`config.mk`:
```
export PLATFORM = sky130hd
export DESIGN_NAME = ssp_port
export DESIGN_NICKNAME = d
export VERILOG_FILES = /design/src/rtl/ssp_fifo.v /design/src/rtl/ssp_port.v
export VERILOG_INCLUDE_DIRS = /design/src /design/src/pkg
export SDC_FILE = /design/constraint.sdc
export NUM_CORES = 1
export LEC_CHECK = 0
export BUFFER_PORTS_ARGS = -buffer_cell sky130_fd_sc_hd__buf_2
export CAP_MARGIN = 20
export CORE_AREA = 2 2 161 163
export CTS_CLUSTER_SIZE = 16
export DETAILED_ROUTE_END_ITERATION = 12
export DIE_AREA = 0 0 163 165
export PLACE_DENSITY = 0.71
export REMOVE_ABC_BUFFERS = 1
export SYNTH_ARGS = -nofsm -noshare
export SYNTH_HDL_FRONTEND = slang
export SYNTH_HIERARCHICAL = 1
export SYNTH_SLANG_ARGS = --single-unit
```
`constraint.sdc`:
```
create_clock -name clock -period 8.5 [get_ports clock]
set_input_delay 0.85 -clock clock [delete_from_list [all_inputs] [get_ports clock]]
set_output_delay 0.85 -clock clock [all_outputs]
set_load 0.02 [all_outputs]
```
`src/pkg/ssp_regs.vh`:
```
// Constants for the synchronous serial slave port.
`ifndef SSP_REGS_VH
`define SSP_REGS_VH
`define SSP_FIFO_DEPTH     32
`define SSP_FIFO_WIDTH     8
`define SSP_FREE_W         5
`define SSP_HI7_MIN_CYC    4
`define SSP_CLK_MIN_CYC    2
`define SSP_SEL_LEAD_CYC   5
`define SSP_STOP_SYNC_CYC  3
`define SSP_BITS           8
`define SSP_MODE_SPI       2'h0
`define SSP_MODE_ASYNC     2'h1
`define SSP_MODE_MANCH     2'h2
`endif

```
`src/rtl/ssp_fifo.v`:
```
// Parameterised synchronous FIFO with valid and ready on both sides.
`timescale 1ns/1ps
module ssp_fifo #(
  parameter WIDTH = 8,
  parameter DEPTH = 32,
  parameter AW    = 5
) (
  input  wire             clock,     // Core clock.
  input  wire             rst_n,     // Synchronous reset, active low.
  input  wire             flush,     // Empties the FIFO.
  input  wire [WIDTH-1:0] in_data,   // Write data.
  input  wire             in_valid,  // Write request.
  output wire             in_ready,  // Not full.
  output wire [WIDTH-1:0] out_data,  // Head word.
  output wire             out_valid, // Not empty.
  input  wire             out_ready, // Pop request.
  output wire [AW:0]      level      // Entries held.
);
  localparam [AW:0] FULL_LVL = DEPTH; // Fill count that means full.
  reg [WIDTH-1:0] mem [0:DEPTH-1]; // Storage array.
  reg [AW-1:0]    wp_q;            // Write pointer.
  reg [AW-1:0]    rp_q;            // Read pointer.
  reg [AW:0]      cnt_q;           // Fill count.
  wire            push;            // Accepted write.
  wire            pop;             // Accepted read.

  assign in_ready  = (cnt_q != FULL_LVL);
  assign out_valid = (cnt_q != {(AW+1){1'b0}});
  assign push      = in_valid & in_ready;
  assign pop       = out_valid & out_ready;
  assign out_data  = mem[rp_q];
  assign level     = cnt_q;

  // Storage writes need no reset; only pointers and count carry state.
  always @(posedge clock) begin
    if (push) begin
      mem[wp_q] <= in_data;
    end
  end

  // Pointer and count bookkeeping.
  always @(posedge clock) begin
    if (!rst_n || flush) begin
      wp_q  <= {AW{1'b0}};
      rp_q  <= {AW{1'b0}};
      cnt_q <= {(AW+1){1'b0}};
    end else begin
      if (push) begin
        wp_q <= wp_q + 1'b1;
      end
      if (pop) begin
        rp_q <= rp_q + 1'b1;
      end
      cnt_q <= cnt_q + {{AW{1'b0}}, push} - {{AW{1'b0}}, pop};
    end
  end
endmodule // ssp_fifo

```
`src/rtl/ssp_port.v`:
```
// Synchronous serial slave port: transmit holding, shift, receive and pin control.
// Behaviour
// - Next byte loaded during low clock of bit7.
// - Non-FIFO write overwrites waiting held byte.
// - FIFO writes need enable; free count reported.
// - Disabled transmitter leaves data pin undriven.
// - Async or Manchester drives stopped level instead.
// - Slave output pin floats when disabled or not selected.
// - Internal stop state flags reported for polling.
// - Receive abort mid-frame leaves data undefined.
// - Clock phase bit locked after first write.
`timescale 1ns/1ps
`include "ssp_regs.vh"
module ssp_port #(
  parameter FIFO_DEPTH = `SSP_FIFO_DEPTH,
  parameter AW         = `SSP_FREE_W
) (
  input  wire       clock,           // Core clock, 200 MHz.
  input  wire       rst_n,           // Synchronous reset, active low.
  input  wire       tx_enable_bit,   // Transmit enable.
  input  wire       rx_enable_bit,   // Receive enable.
  input  wire       fifo_en,         // Selects FIFO path for transmit data.
  input  wire [1:0] mode,            // Serial mode select.
  input  wire       stop_level,      // Stopped-state level from common_ctrl_one.
  input  wire       phase_wr,        // Write strobe for the clock phase bit.
  input  wire       phase_val,       // Value written to the clock phase bit.
  input  wire       init_restart,    // Restarts initialisation, unlocking phase.
  input  wire [7:0] wr_data,         // Transmit byte.
  input  wire       wr_valid,        // Transmit byte write strobe.
  output reg        wr_ready,        // FIFO accepts writes.
  input  wire       serial_clock_pin,// External serial clock.
  input  wire       slave_select_pin,// Slave select, active low.
  input  wire       rx_pin,          // Master data in.
  output reg        tx_data_pin,     // Transmit data output.
  output reg        tx_data_oe,      // High while the data pin is driven.
  output reg        slave_out_pin,   // Slave data output.
  output reg        slave_out_oe,    // High while the slave output is driven.
  output reg        tx_empty_request,// Holding register empty pulse.
  output reg [AW-1:0] tx_fifo_free_count, // Free FIFO entries, saturated.
  output reg [7:0]  rx_data_reg,     // Last received byte.
  output reg        rx_valid,        // Received byte pulse.
  output reg        tx_internal_state_flag, // Transmitter still active.
  output reg        rx_internal_state_flag, // Receiver still active.
  output reg        clock_phase_lock_bit    // Clock phase option.
);
  // Full FIFO depth at the width of the level count, for the free-count sum.
  localparam [AW:0] DEPTH_LVL = FIFO_DEPTH;
  // Two-flop synchronisers for external pins. The master clock is only
  // sampled, never used as a clock, so the whole port stays on one domain.
  reg [1:0] sck_s_q;                 // Serial clock synchroniser.
  reg [1:0] ss_s_q;                  // Slave select synchroniser.
  reg [1:0] rx_s_q;                  // Master data synchroniser.
  reg       sck_d_q;                 // Delayed synchronised clock.
  reg [7:0] tx_hold_reg;             // Transmit holding register.
  reg       hold_full_q;             // Holding register occupied.
  reg [7:0] tx_shift_reg;            // Transmit shifter.
  reg [3:0] tx_bits_q;               // Bits left in shifter.
  reg [7:0] rx_shift_q;              // Receive shifter.
  reg [3:0] rx_bits_q;               // Bits received.
  reg       phase_set_q;             // Phase already written once.
  reg [2:0] te_sync_q;               // Transmit enable delay chain.
  reg [2:0] re_sync_q;               // Receive enable delay chain.
  wire      rise = sck_s_q[1] & ~sck_d_q;
  wire      fall = ~sck_s_q[1] & sck_d_q;
  wire      sel  = ~ss_s_q[1];
  wire      aon  = (mode == `SSP_MODE_ASYNC) || (mode == `SSP_MODE_MANCH);
  wire      f_rdy;                   // FIFO has room.
  wire      f_vld;                   // FIFO holds a byte.
  wire [7:0] f_dat;                  // FIFO head byte.
  wire [AW:0] f_lvl;                 // FIFO fill level.
  wire [AW:0] f_free;                // Free entries, unsaturated.

  // Free entries saturate at the largest value the count field can show.
  // An empty FIFO therefore reads one less than its true room; software
  // only ever under-fills, which is the safe direction.
  function [AW-1:0] sat_free;
    input [AW:0] free;
    begin
      if (free[AW]) begin
        sat_free = {AW{1'b1}};
      end else begin
        sat_free = free[AW-1:0];
      end
    end
  endfunction

  assign f_free = DEPTH_LVL - f_lvl;
  wire      f_pop = fifo_en & f_vld & ~hold_full_q;
  wire      f_push = fifo_en & tx_enable_bit & wr_valid;

  ssp_fifo #(.WIDTH(8), .DEPTH(FIFO_DEPTH), .AW(AW)) u_fifo (
    .clock(clock), .rst_n(rst_n), .flush(~tx_enable_bit),
    .in_data(wr_data), .in_valid(f_push), .in_ready(f_rdy),
    .out_data(f_dat), .out_valid(f_vld), .out_ready(f_pop), .level(f_lvl));

  // Pin synchronisers; first stage read only by second.
  always @(posedge clock) begin
    if (!rst_n) begin
      // Select resets to its idle high level so no false frame starts.
      sck_s_q <= 2'h0;
      ss_s_q  <= 2'h3;
      rx_s_q  <= 2'h0;
      sck_d_q <= 1'b0;
    end else begin
      sck_s_q <= {sck_s_q[0], serial_clock_pin};
      ss_s_q  <= {ss_s_q[0], slave_select_pin};
      rx_s_q  <= {rx_s_q[0], rx_pin};
      sck_d_q <= sck_s_q[1];
    end
  end

  // Holding and shift path. A direct write while full overwrites the held
  // byte; software must pace writes by the empty request.
  always @(posedge clock) begin
    if (!rst_n || !tx_enable_bit) begin
      // Clearing transmit enable empties the whole transmit path.
      hold_full_q      <= 1'b0;
      tx_hold_reg      <= 8'h00;
      tx_shift_reg     <= 8'h00;
      tx_bits_q        <= 4'h0;
      tx_empty_request <= 1'b0;
    end else begin
      tx_empty_request <= 1'b0;
      if (!fifo_en && wr_valid) begin
        tx_hold_reg <= wr_data;
        hold_full_q <= 1'b1;
      end else if (f_pop) begin
        tx_hold_reg <= f_dat;
        hold_full_q <= 1'b1;
      end
      if (sel && fall && tx_bits_q != 4'h0) begin
        tx_shift_reg <= {tx_shift_reg[6:0], 1'b0};
        tx_bits_q    <= tx_bits_q - 4'h1;
      end else if (tx_bits_q == 4'h0 && hold_full_q && !(wr_valid && !fifo_en)) begin
        // Load on an idle shifter; the low phase of bit 7 gives the slack.
        tx_shift_reg     <= tx_hold_reg;
        tx_bits_q        <= 4'h8;
        hold_full_q      <= 1'b0;
        tx_empty_request <= 1'b1;
      end
    end
  end

  // Receiver; aborting mid-frame leaves the partial data undefined.
  always @(posedge clock) begin
    if (!rst_n || !rx_enable_bit) begin
      // A partial byte is dropped; the last full byte is kept but may be
      // stale, so software must not trust it after an abort.
      rx_shift_q <= 8'h00;
      rx_bits_q  <= 4'h0;
      rx_valid   <= 1'b0;
      if (!rst_n) begin
        rx_data_reg <= 8'h00;
      end
    end else begin
      rx_valid <= 1'b0;
      if (sel && rise) begin
        rx_shift_q <= {rx_shift_q[6:0], rx_s_q[1]};
        if (rx_bits_q == 4'h7) begin
          rx_data_reg <= {rx_shift_q[6:0], rx_s_q[1]};
          rx_valid    <= 1'b1;
          rx_bits_q   <= 4'h0;
        end else begin
          rx_bits_q <= rx_bits_q + 4'h1;
        end
      end
    end
  end

  // Pins, phase lock, stop-state flags and free count.
  always @(posedge clock) begin
    if (!rst_n) begin
      // Both drivers start released so the lines float until enabled, the data line in SPI mode only.
      tx_data_pin            <= 1'b1;
      tx_data_oe             <= 1'b0;
      slave_out_pin          <= 1'b1;
      slave_out_oe           <= 1'b0;
      clock_phase_lock_bit   <= 1'b0;
      phase_set_q            <= 1'b0;
      te_sync_q              <= 3'h0;
      re_sync_q              <= 3'h0;
      tx_internal_state_flag <= 1'b0;
      rx_internal_state_flag <= 1'b0;
      tx_fifo_free_count     <= {AW{1'b0}};
      wr_ready               <= 1'b0;
    end else begin
      tx_data_oe    <= tx_enable_bit | aon;
      tx_data_pin   <= tx_enable_bit ? tx_shift_reg[7] : stop_level;
      slave_out_oe  <= tx_enable_bit & sel;
      slave_out_pin <= tx_shift_reg[7];
      if (init_restart) begin
        phase_set_q <= 1'b0;
      end else if (phase_wr && !phase_set_q) begin
        clock_phase_lock_bit <= phase_val;
        phase_set_q <= 1'b1;
      end
      te_sync_q <= {te_sync_q[1:0], tx_enable_bit};
      re_sync_q <= {re_sync_q[1:0], rx_enable_bit};
      tx_internal_state_flag <= |te_sync_q;
      rx_internal_state_flag <= |re_sync_q;
      wr_ready <= f_rdy & tx_enable_bit & fifo_en;
      // Registered so the count follows the FIFO one cycle late.
      tx_fifo_free_count <= sat_free(f_free);
    end
  end
endmodule // ssp_port

```
==> results.toml, run 1 <==
[layout]
layout_common_cells = "edfxtp_1, dfxtp_1, mux2i_1"
fillers = 1861
regMostFlops = "u_fifo/mem"
largest_reg_flops = 256
fin_cells = 1276
layout_commonest_cell = "edfxtp_1"
syn_to_final_growth_pct = 12.0
layout-drive-gt1-share_pct = 13.4
final_nets = 960
n_antenna_cell = 0
final_util_pct = 61.1

[synthesis]
synth-main-ff-cell = "edfxtp_1"
synth_compound_area_share_pct = 6.02
syn_area_per_cell_um2 = 15.6
ys_warn_count = 6
synth_xor_area_share_pct = 0.898
synth-edff-count = 264
synth_simple_gate_area_share_pct = 7.92
synth_top_family_by_area = "multiplexers"
ys_seq_area_share_pct = 70.1
synthArstFlopShare_pct = 0
ys_ff_latch = 346
synthMuxAreaShare_pct = 11.1
synthAdderAreaFrac_pct = 1.70
syn-cell-area_um2 = 13700
syn_inst = 876
ys_types = 59

[clock_network]
clockRootBuffer = "clkbuf_16"
htree_num_levels = 2
cts_sinks = 346
cts.clk_slew.worst_paths_ps = 50
cts_setup_buffers = 0
clock_latency_ps = 520
cts_made_buffers = 37
cts_tree = "built"
cts_resized = 0
cts_hold_buf = 0
clk_path_buf_depth = 3

[timing]
finalWorstSetupSlack_ps = 5240
worst_slew_pin_slew_ps = 1020
max_freq_mhz = 307
final_max_slew_viol_count = 0
skew_ps = 20.1
setup_violations = 0
hold_violations = 0
period_needed_ps = 3260
rsz0062_at_grt = "false"
relSlewSlack_pct = 31.7
timing.setup.tns_ps = 0
final.period_utilization_pct = 38.3

[flow_run]
maxCapViolCount = 0

[setup_path]
r2r_cells = 16
r2r-end = "u_fifo/level[4]"
reg2reg_from = "u_fifo/level[4]"
crit_type = "flop to flop"
crit_arrival_ps = 3640
r2r_slack_ps = 5240
critPathLaunchType = "flop"
crit_required_ps = 8880
endpoint_kind = "flop"
cp_max_fo = 6

[floorplanning]
io_pins = 46
initial_core_util_pct = 54.5
dieArea_um2 = 26900
num_rows = 58
die_height_um = 165
coreArea_um2 = 25000
die_width_um = 163

[grt]
grt_overflow = 0
grt_max_degree = 54
first_global_vias = 7174
antenna_found_initial = 1
grt_pass1_wl_um = 40400
grt_use_total_pct = 20.0

[power]
powerDensity_nw_per_um2 = 229
ir_drop_uv = 184
combPwrFrac_pct = 2.2
switchingPower_w = 0.000681
p_seq_share_pct = 52.4
power.leakage_nw = 5.03
switching_share_pct = 19.5
p_int_w = 0.00282
clkPwrFrac_pct = 45.3
total_power_w = 0.00350

[detailed_routing]
vias = 7389
totalWireLength_um = 26400
first_pass_iters = 5
via_per_inst = 5.79
drc = 0
drt_iter0_drc = 619
wl_per_cell_um = 20.7
postRouteAntennaNets = 0

[place]
pre_cts_ws_ps = 5300
dp_cells = 1210
place_congestion = 0.783
numPortBuffers = 45
dp.final_hpwl_um = 16300

[worst_hold_path]
worst_hold_path.endpoint = "ss_s_q[1]"
hold_class = "flop to flop"
hold_path_depth = 1
min-delay-start = "ss_s_q[0]"

[outcome]
status = "finished clean"
cell type report:
cell class,instances,area [µm²],share of cell area (%)
flip-flops and latches,346,9570,62.6
multi-input cells,465,3770,24.7
clock buffers,48,1020,6.67
well taps,330,413,2.70
repair buffers,47,240,1.57
clock inverters,18,191,1.25
inverters,22,82.6,0.540
layer usage:
layer,vias up,share of wire (%),global-route usage (%)
li1,3448,-,-
met1,3704,44,27.7
met2,182,48,32.1
met3,53,4.9,3.14
met4,2,2.9,7.96
met5,-,0.049,0
worst max-delay path, cell delays in order (launching register included):
cell       delay [ps]
dfxtp_1           430
inv_1             120
ha_1              220
nand4bb_1         270
nand2_1           160
nor2_1            270
nand2_1           150
inv_1              80
ha_1              220
inv_1              60
ha_1              160
inv_1              60
fa_1              370
nand2b_1          170
a21oi_1           210
o21a_1            140
nor3_1             40
through the flow:
stage	hold WS (ps)	area (µm²)
global placement	393	14100
detailed placement	396	14100
finish	412	15300
global route	428	15300
floorplan	386	13400
CTS	418	15300
logic make-up (layout without fill, tap and decap cells):
group           after synthesis  in the layout
flops                       346            346
mux                         106            106
simple gates                217            217
xor+xnor                     14             14
compound gates              110            110
fa+ha+maj                    18             18
buf+inv                      65            135
Yosys cell counts, drive strengths merged (21+ instances only):
cell type	instances	area (µm²)
nor2	65	246
nand3	41	205
edfxtp	264	7930
buf	21	144
mux2i	74	741
dfxtp	82	1640
mux4	32	773
a22oi	39	293
nand2	43	161
clkbuf	22	82.6
inv	22	82.6
a21oi	23	115
worst max-delay path by stage:
stage               startpoint               to  slack (ps)  cells after the start
6_report       u_fifo/level[4]  u_fifo/level[4]        5240                     16
5_1_grt        u_fifo/level[4]  u_fifo/level[4]        4950                     16
4_1_cts        u_fifo/level[4]  u_fifo/level[4]        5270                     16
3_5_place_dp   u_fifo/level[4]  u_fifo/level[4]        5300                     16
3_3_place_gp   u_fifo/level[4]  u_fifo/level[4]        5380                     16
2_1_floorplan             flop   tx_hold_reg[0]        4200                      6
power by group through the flow:
stage               sequential [W]  clock (W)  combinational, W
floorplan                  0.00188          0         0.0000284
global placement           0.00187          0         0.0000767
detailed placement         0.00187          0         0.0000784
CTS                        0.00183    0.00162         0.0000787
global route               0.00183    0.00168         0.0000861
finish                     0.00183    0.00159         0.0000775
Note: power is estimated with default switching activity, not from simulation.
==> run 2: changes to the inputs <==
- ABC_AREA: default -> 1
- CORE_AREA: 2 2 161 163 -> 2 2 165 167
- DIE_AREA: 0 0 163 165 -> 0 0 167 169
- PLACE_DENSITY: 0.71 -> 0.74
- clock period: 8.5 -> 2.8 ns (I/O delays scaled with it)
==> results.toml, run 2 <==
[outcome]
status = "finished clean"

[setup_path]
cp_slowest_cell = "fa_2"
crit_family = "adder cells"
cp_max_fo = 3
endpoint_kind = "flop"
cp_cell_sequence = "inv_1 > ha_1 > nand4_1 > nand2_1 > inv_1 > nand2_1 > inv_1 > nand2_1 > inv_1 > ha_1 > inv_1 > ha_2 > inv_1 > fa_2 > o31ai_4 > buf_4 > a21oi_1"
crit_arrival_ps = 3010
crit_top_cell = "inv_1"
critPathMaxStageDelay_ps = 390
crit_required_ps = 3190
worst-path-buf-inv = 7
crit_type = "flop to flop"
critPathLaunchType = "flop"

[clock_network]
cts.clk_slew.worst_paths_ps = 60
htree_num_levels = 2
clockRootBuffer = "clkbuf_16"
clk_path_buf_depth = 3
cts_made_buffers = 35
cts_tree = "built"
cts_sinks = 346
clock_latency_ps = 520

[grt]
first_global_vias = 9447
antenna_found_initial = 0
grt_use_total_pct = 22.2
grt_max_degree = 129
grt_overflow = 0
grt_pass1_wl_um = 49400

[place]
dp.final_hpwl_um = 18600
numPortBuffers = 45
dp_cells = 1729
placed_area_um2 = 14900
place_congestion = 0.836

[detailed_routing]
via_per_inst = 5.50
drc = 0
drt_iter0_drc = 984
first_pass_iters = 5
drt-met1-wl_um = 12700
postRouteAntennaNets = 0
maxUsedRoutingLayer = "met4"
totalWireLength_um = 31200
wl_per_cell_um = 17.3
vias = 9892
wl_met2_um = 15000
wl_met3_um = 2770

[layout]
final_nets = 1472
n_antenna_cell = 0
largest_reg_flops = 256
regMostFlops = "u_fifo/mem"
layout_common_cells = "nand2_1, edfxtp_1, nand3_1"
syn_to_final_growth_pct = 12.3
layout_commonest_cell = "nand2_1"
post-route-cell-area_um2 = 16100
fin_cells = 1799
layout-drive-gt1-share_pct = 11.0

[synthesis]
synth-edff-count = 264
ys_types = 35
syn_inst = 1364
syn-cell-area_um2 = 14300
synth_area_leaders = "edfxtp_1, nand2_1, dfxtp_1"
syn_area_per_cell_um2 = 10.5
synth_top_area_share_pct = 55.3
ys_warn_count = 6
ys_ff_latch = 346
yosysMostFrequentCell = "nand2_1"
synthArstFlopShare_pct = 0
synth_commonest_cells = "nand2_1, edfxtp_1, nand3_1"
synth-main-ff-cell = "edfxtp_1"
yosysTopAreaCell = "edfxtp_1"
ys_seq_area_share_pct = 66.7

[timing]
worst_slew_pin_slew_ps = 802
hold_violations = 0
skew_ps = 12.9
final.period_utilization_pct = 93.7
setup_violations = 0
rsz0062_at_grt = "false"
period_needed_ps = 2620
whs_ps = 34.5
final_max_slew_viol_count = 0
relSlewSlack_pct = 46.5
max_freq_mhz = 381

[power]
powerDensity_nw_per_um2 = 647
ir_drop_uv = 519
power.leakage_nw = 6.31

[floorplanning]
coreArea_um2 = 26500
initial_core_util_pct = 54.1
dieArea_um2 = 28200
die_width_um = 167
die_height_um = 169
num_rows = 60
io_pins = 46

[flow_run]
maxCapViolCount = 0

[worst_hold_path]
hold_class = "input port to flop"
## run 2: changes by cell type in the layout (fill, tap and decap cells not counted), sizes merged, moves of 9 or more
cell,change
inv,+61
and3,-13
nand3,+199
a22oi,-39
and2,-14
buf,+42
a211oi,-9
mux4,-32
nand2,+402
mux2i,-74
a21oi,+10
o21ai,+22
## run 2: kinds of logic after synthesis
family / Yosys count / share of synthesized area, %
AOI/OAI and AO/OA: 73 / 2.99
xor gates and xnor gates: 8 / 0.488
adders and majority gates: 18 / 1.62
buffers and inverters: 148 / 5.49
DFF: 346 / 66.7
and+or+nand+nor: 771 / 22.7
## run 2: repair_timing
| item | CTS | global route |
|---|---|---|
| endpoints found under the setup margin | 0 | 1 |
| setup buffers | 0 | 2 |
| hold buffers | 4 | 0 |
| endpoints found under the hold margin | 4 | 0 |
| gates resized for setup | 0 | 7 |
## run 2: path summary, 6_finish.rpt
| kind | start | end | slack (ps) | cells after the start |
|---|---|---|---|---|
| worst min-delay path | fifo_en | wr_ready | 30 | 3 |
| worst max register to register | u_fifo/level[4] | u_fifo/level[4] | 180 | 17 |
| worst max-delay path | u_fifo/level[4] | u_fifo/level[4] | 180 | 17 |
| worst min register to register | ss_s_q[0] | ss_s_q[1] | 410 | 1 |
## run 2: report_power, final
| group | internal [W] | switching (W) | total (W) |
|---|---|---|---|
| clock | 0.00269 | 0.00187 | 0.00456 |
| sequential | 0.00556 | 0.0000149 | 0.00557 |
| combinational | 0.0000724 | 0.000213 | 0.000285 |
| total | 0.00832 | 0.00210 | 0.0104 |
## run 2: stage by stage
stage	utilization [%]	power (W)	setup slack (ps)	setup TNS, ps
after floorplan	-	0.00581	-1990	-15880
after global placement	56.2	0.00595	185	0
after detailed placement	56.2	0.00596	59.2	0
after CTS	60.6	0.0105	45.6	0
after global routing	60.8	0.0107	1.47	0
final	60.8	0.0104	177	0
## run 2: tightest hold or removal path: stages
cell and delay, ps:
buf_2 120, nand2_1 70, nor2_1 40
## run 2: layer usage
metal	GRT usage, %	vias to the layer above
met5	0	-
li1	-	4757
met3	4.47	67
met4	6.03	0
met1	29.8	4696
met2	37.1	372
## run 2: area by class of cell
| type | count | area [µm²] |
|---|---|---|
| clock buffer | 47 | 995 |
| tap | 341 | 427 |
| inverter | 85 | 320 |
| clock inverter | 17 | 145 |
| timing repair buffer | 93 | 633 |
| multi-input combinational | 870 | 4010 |
| sequential | 346 | 9580 |
| fill | 2126 | 10400 |
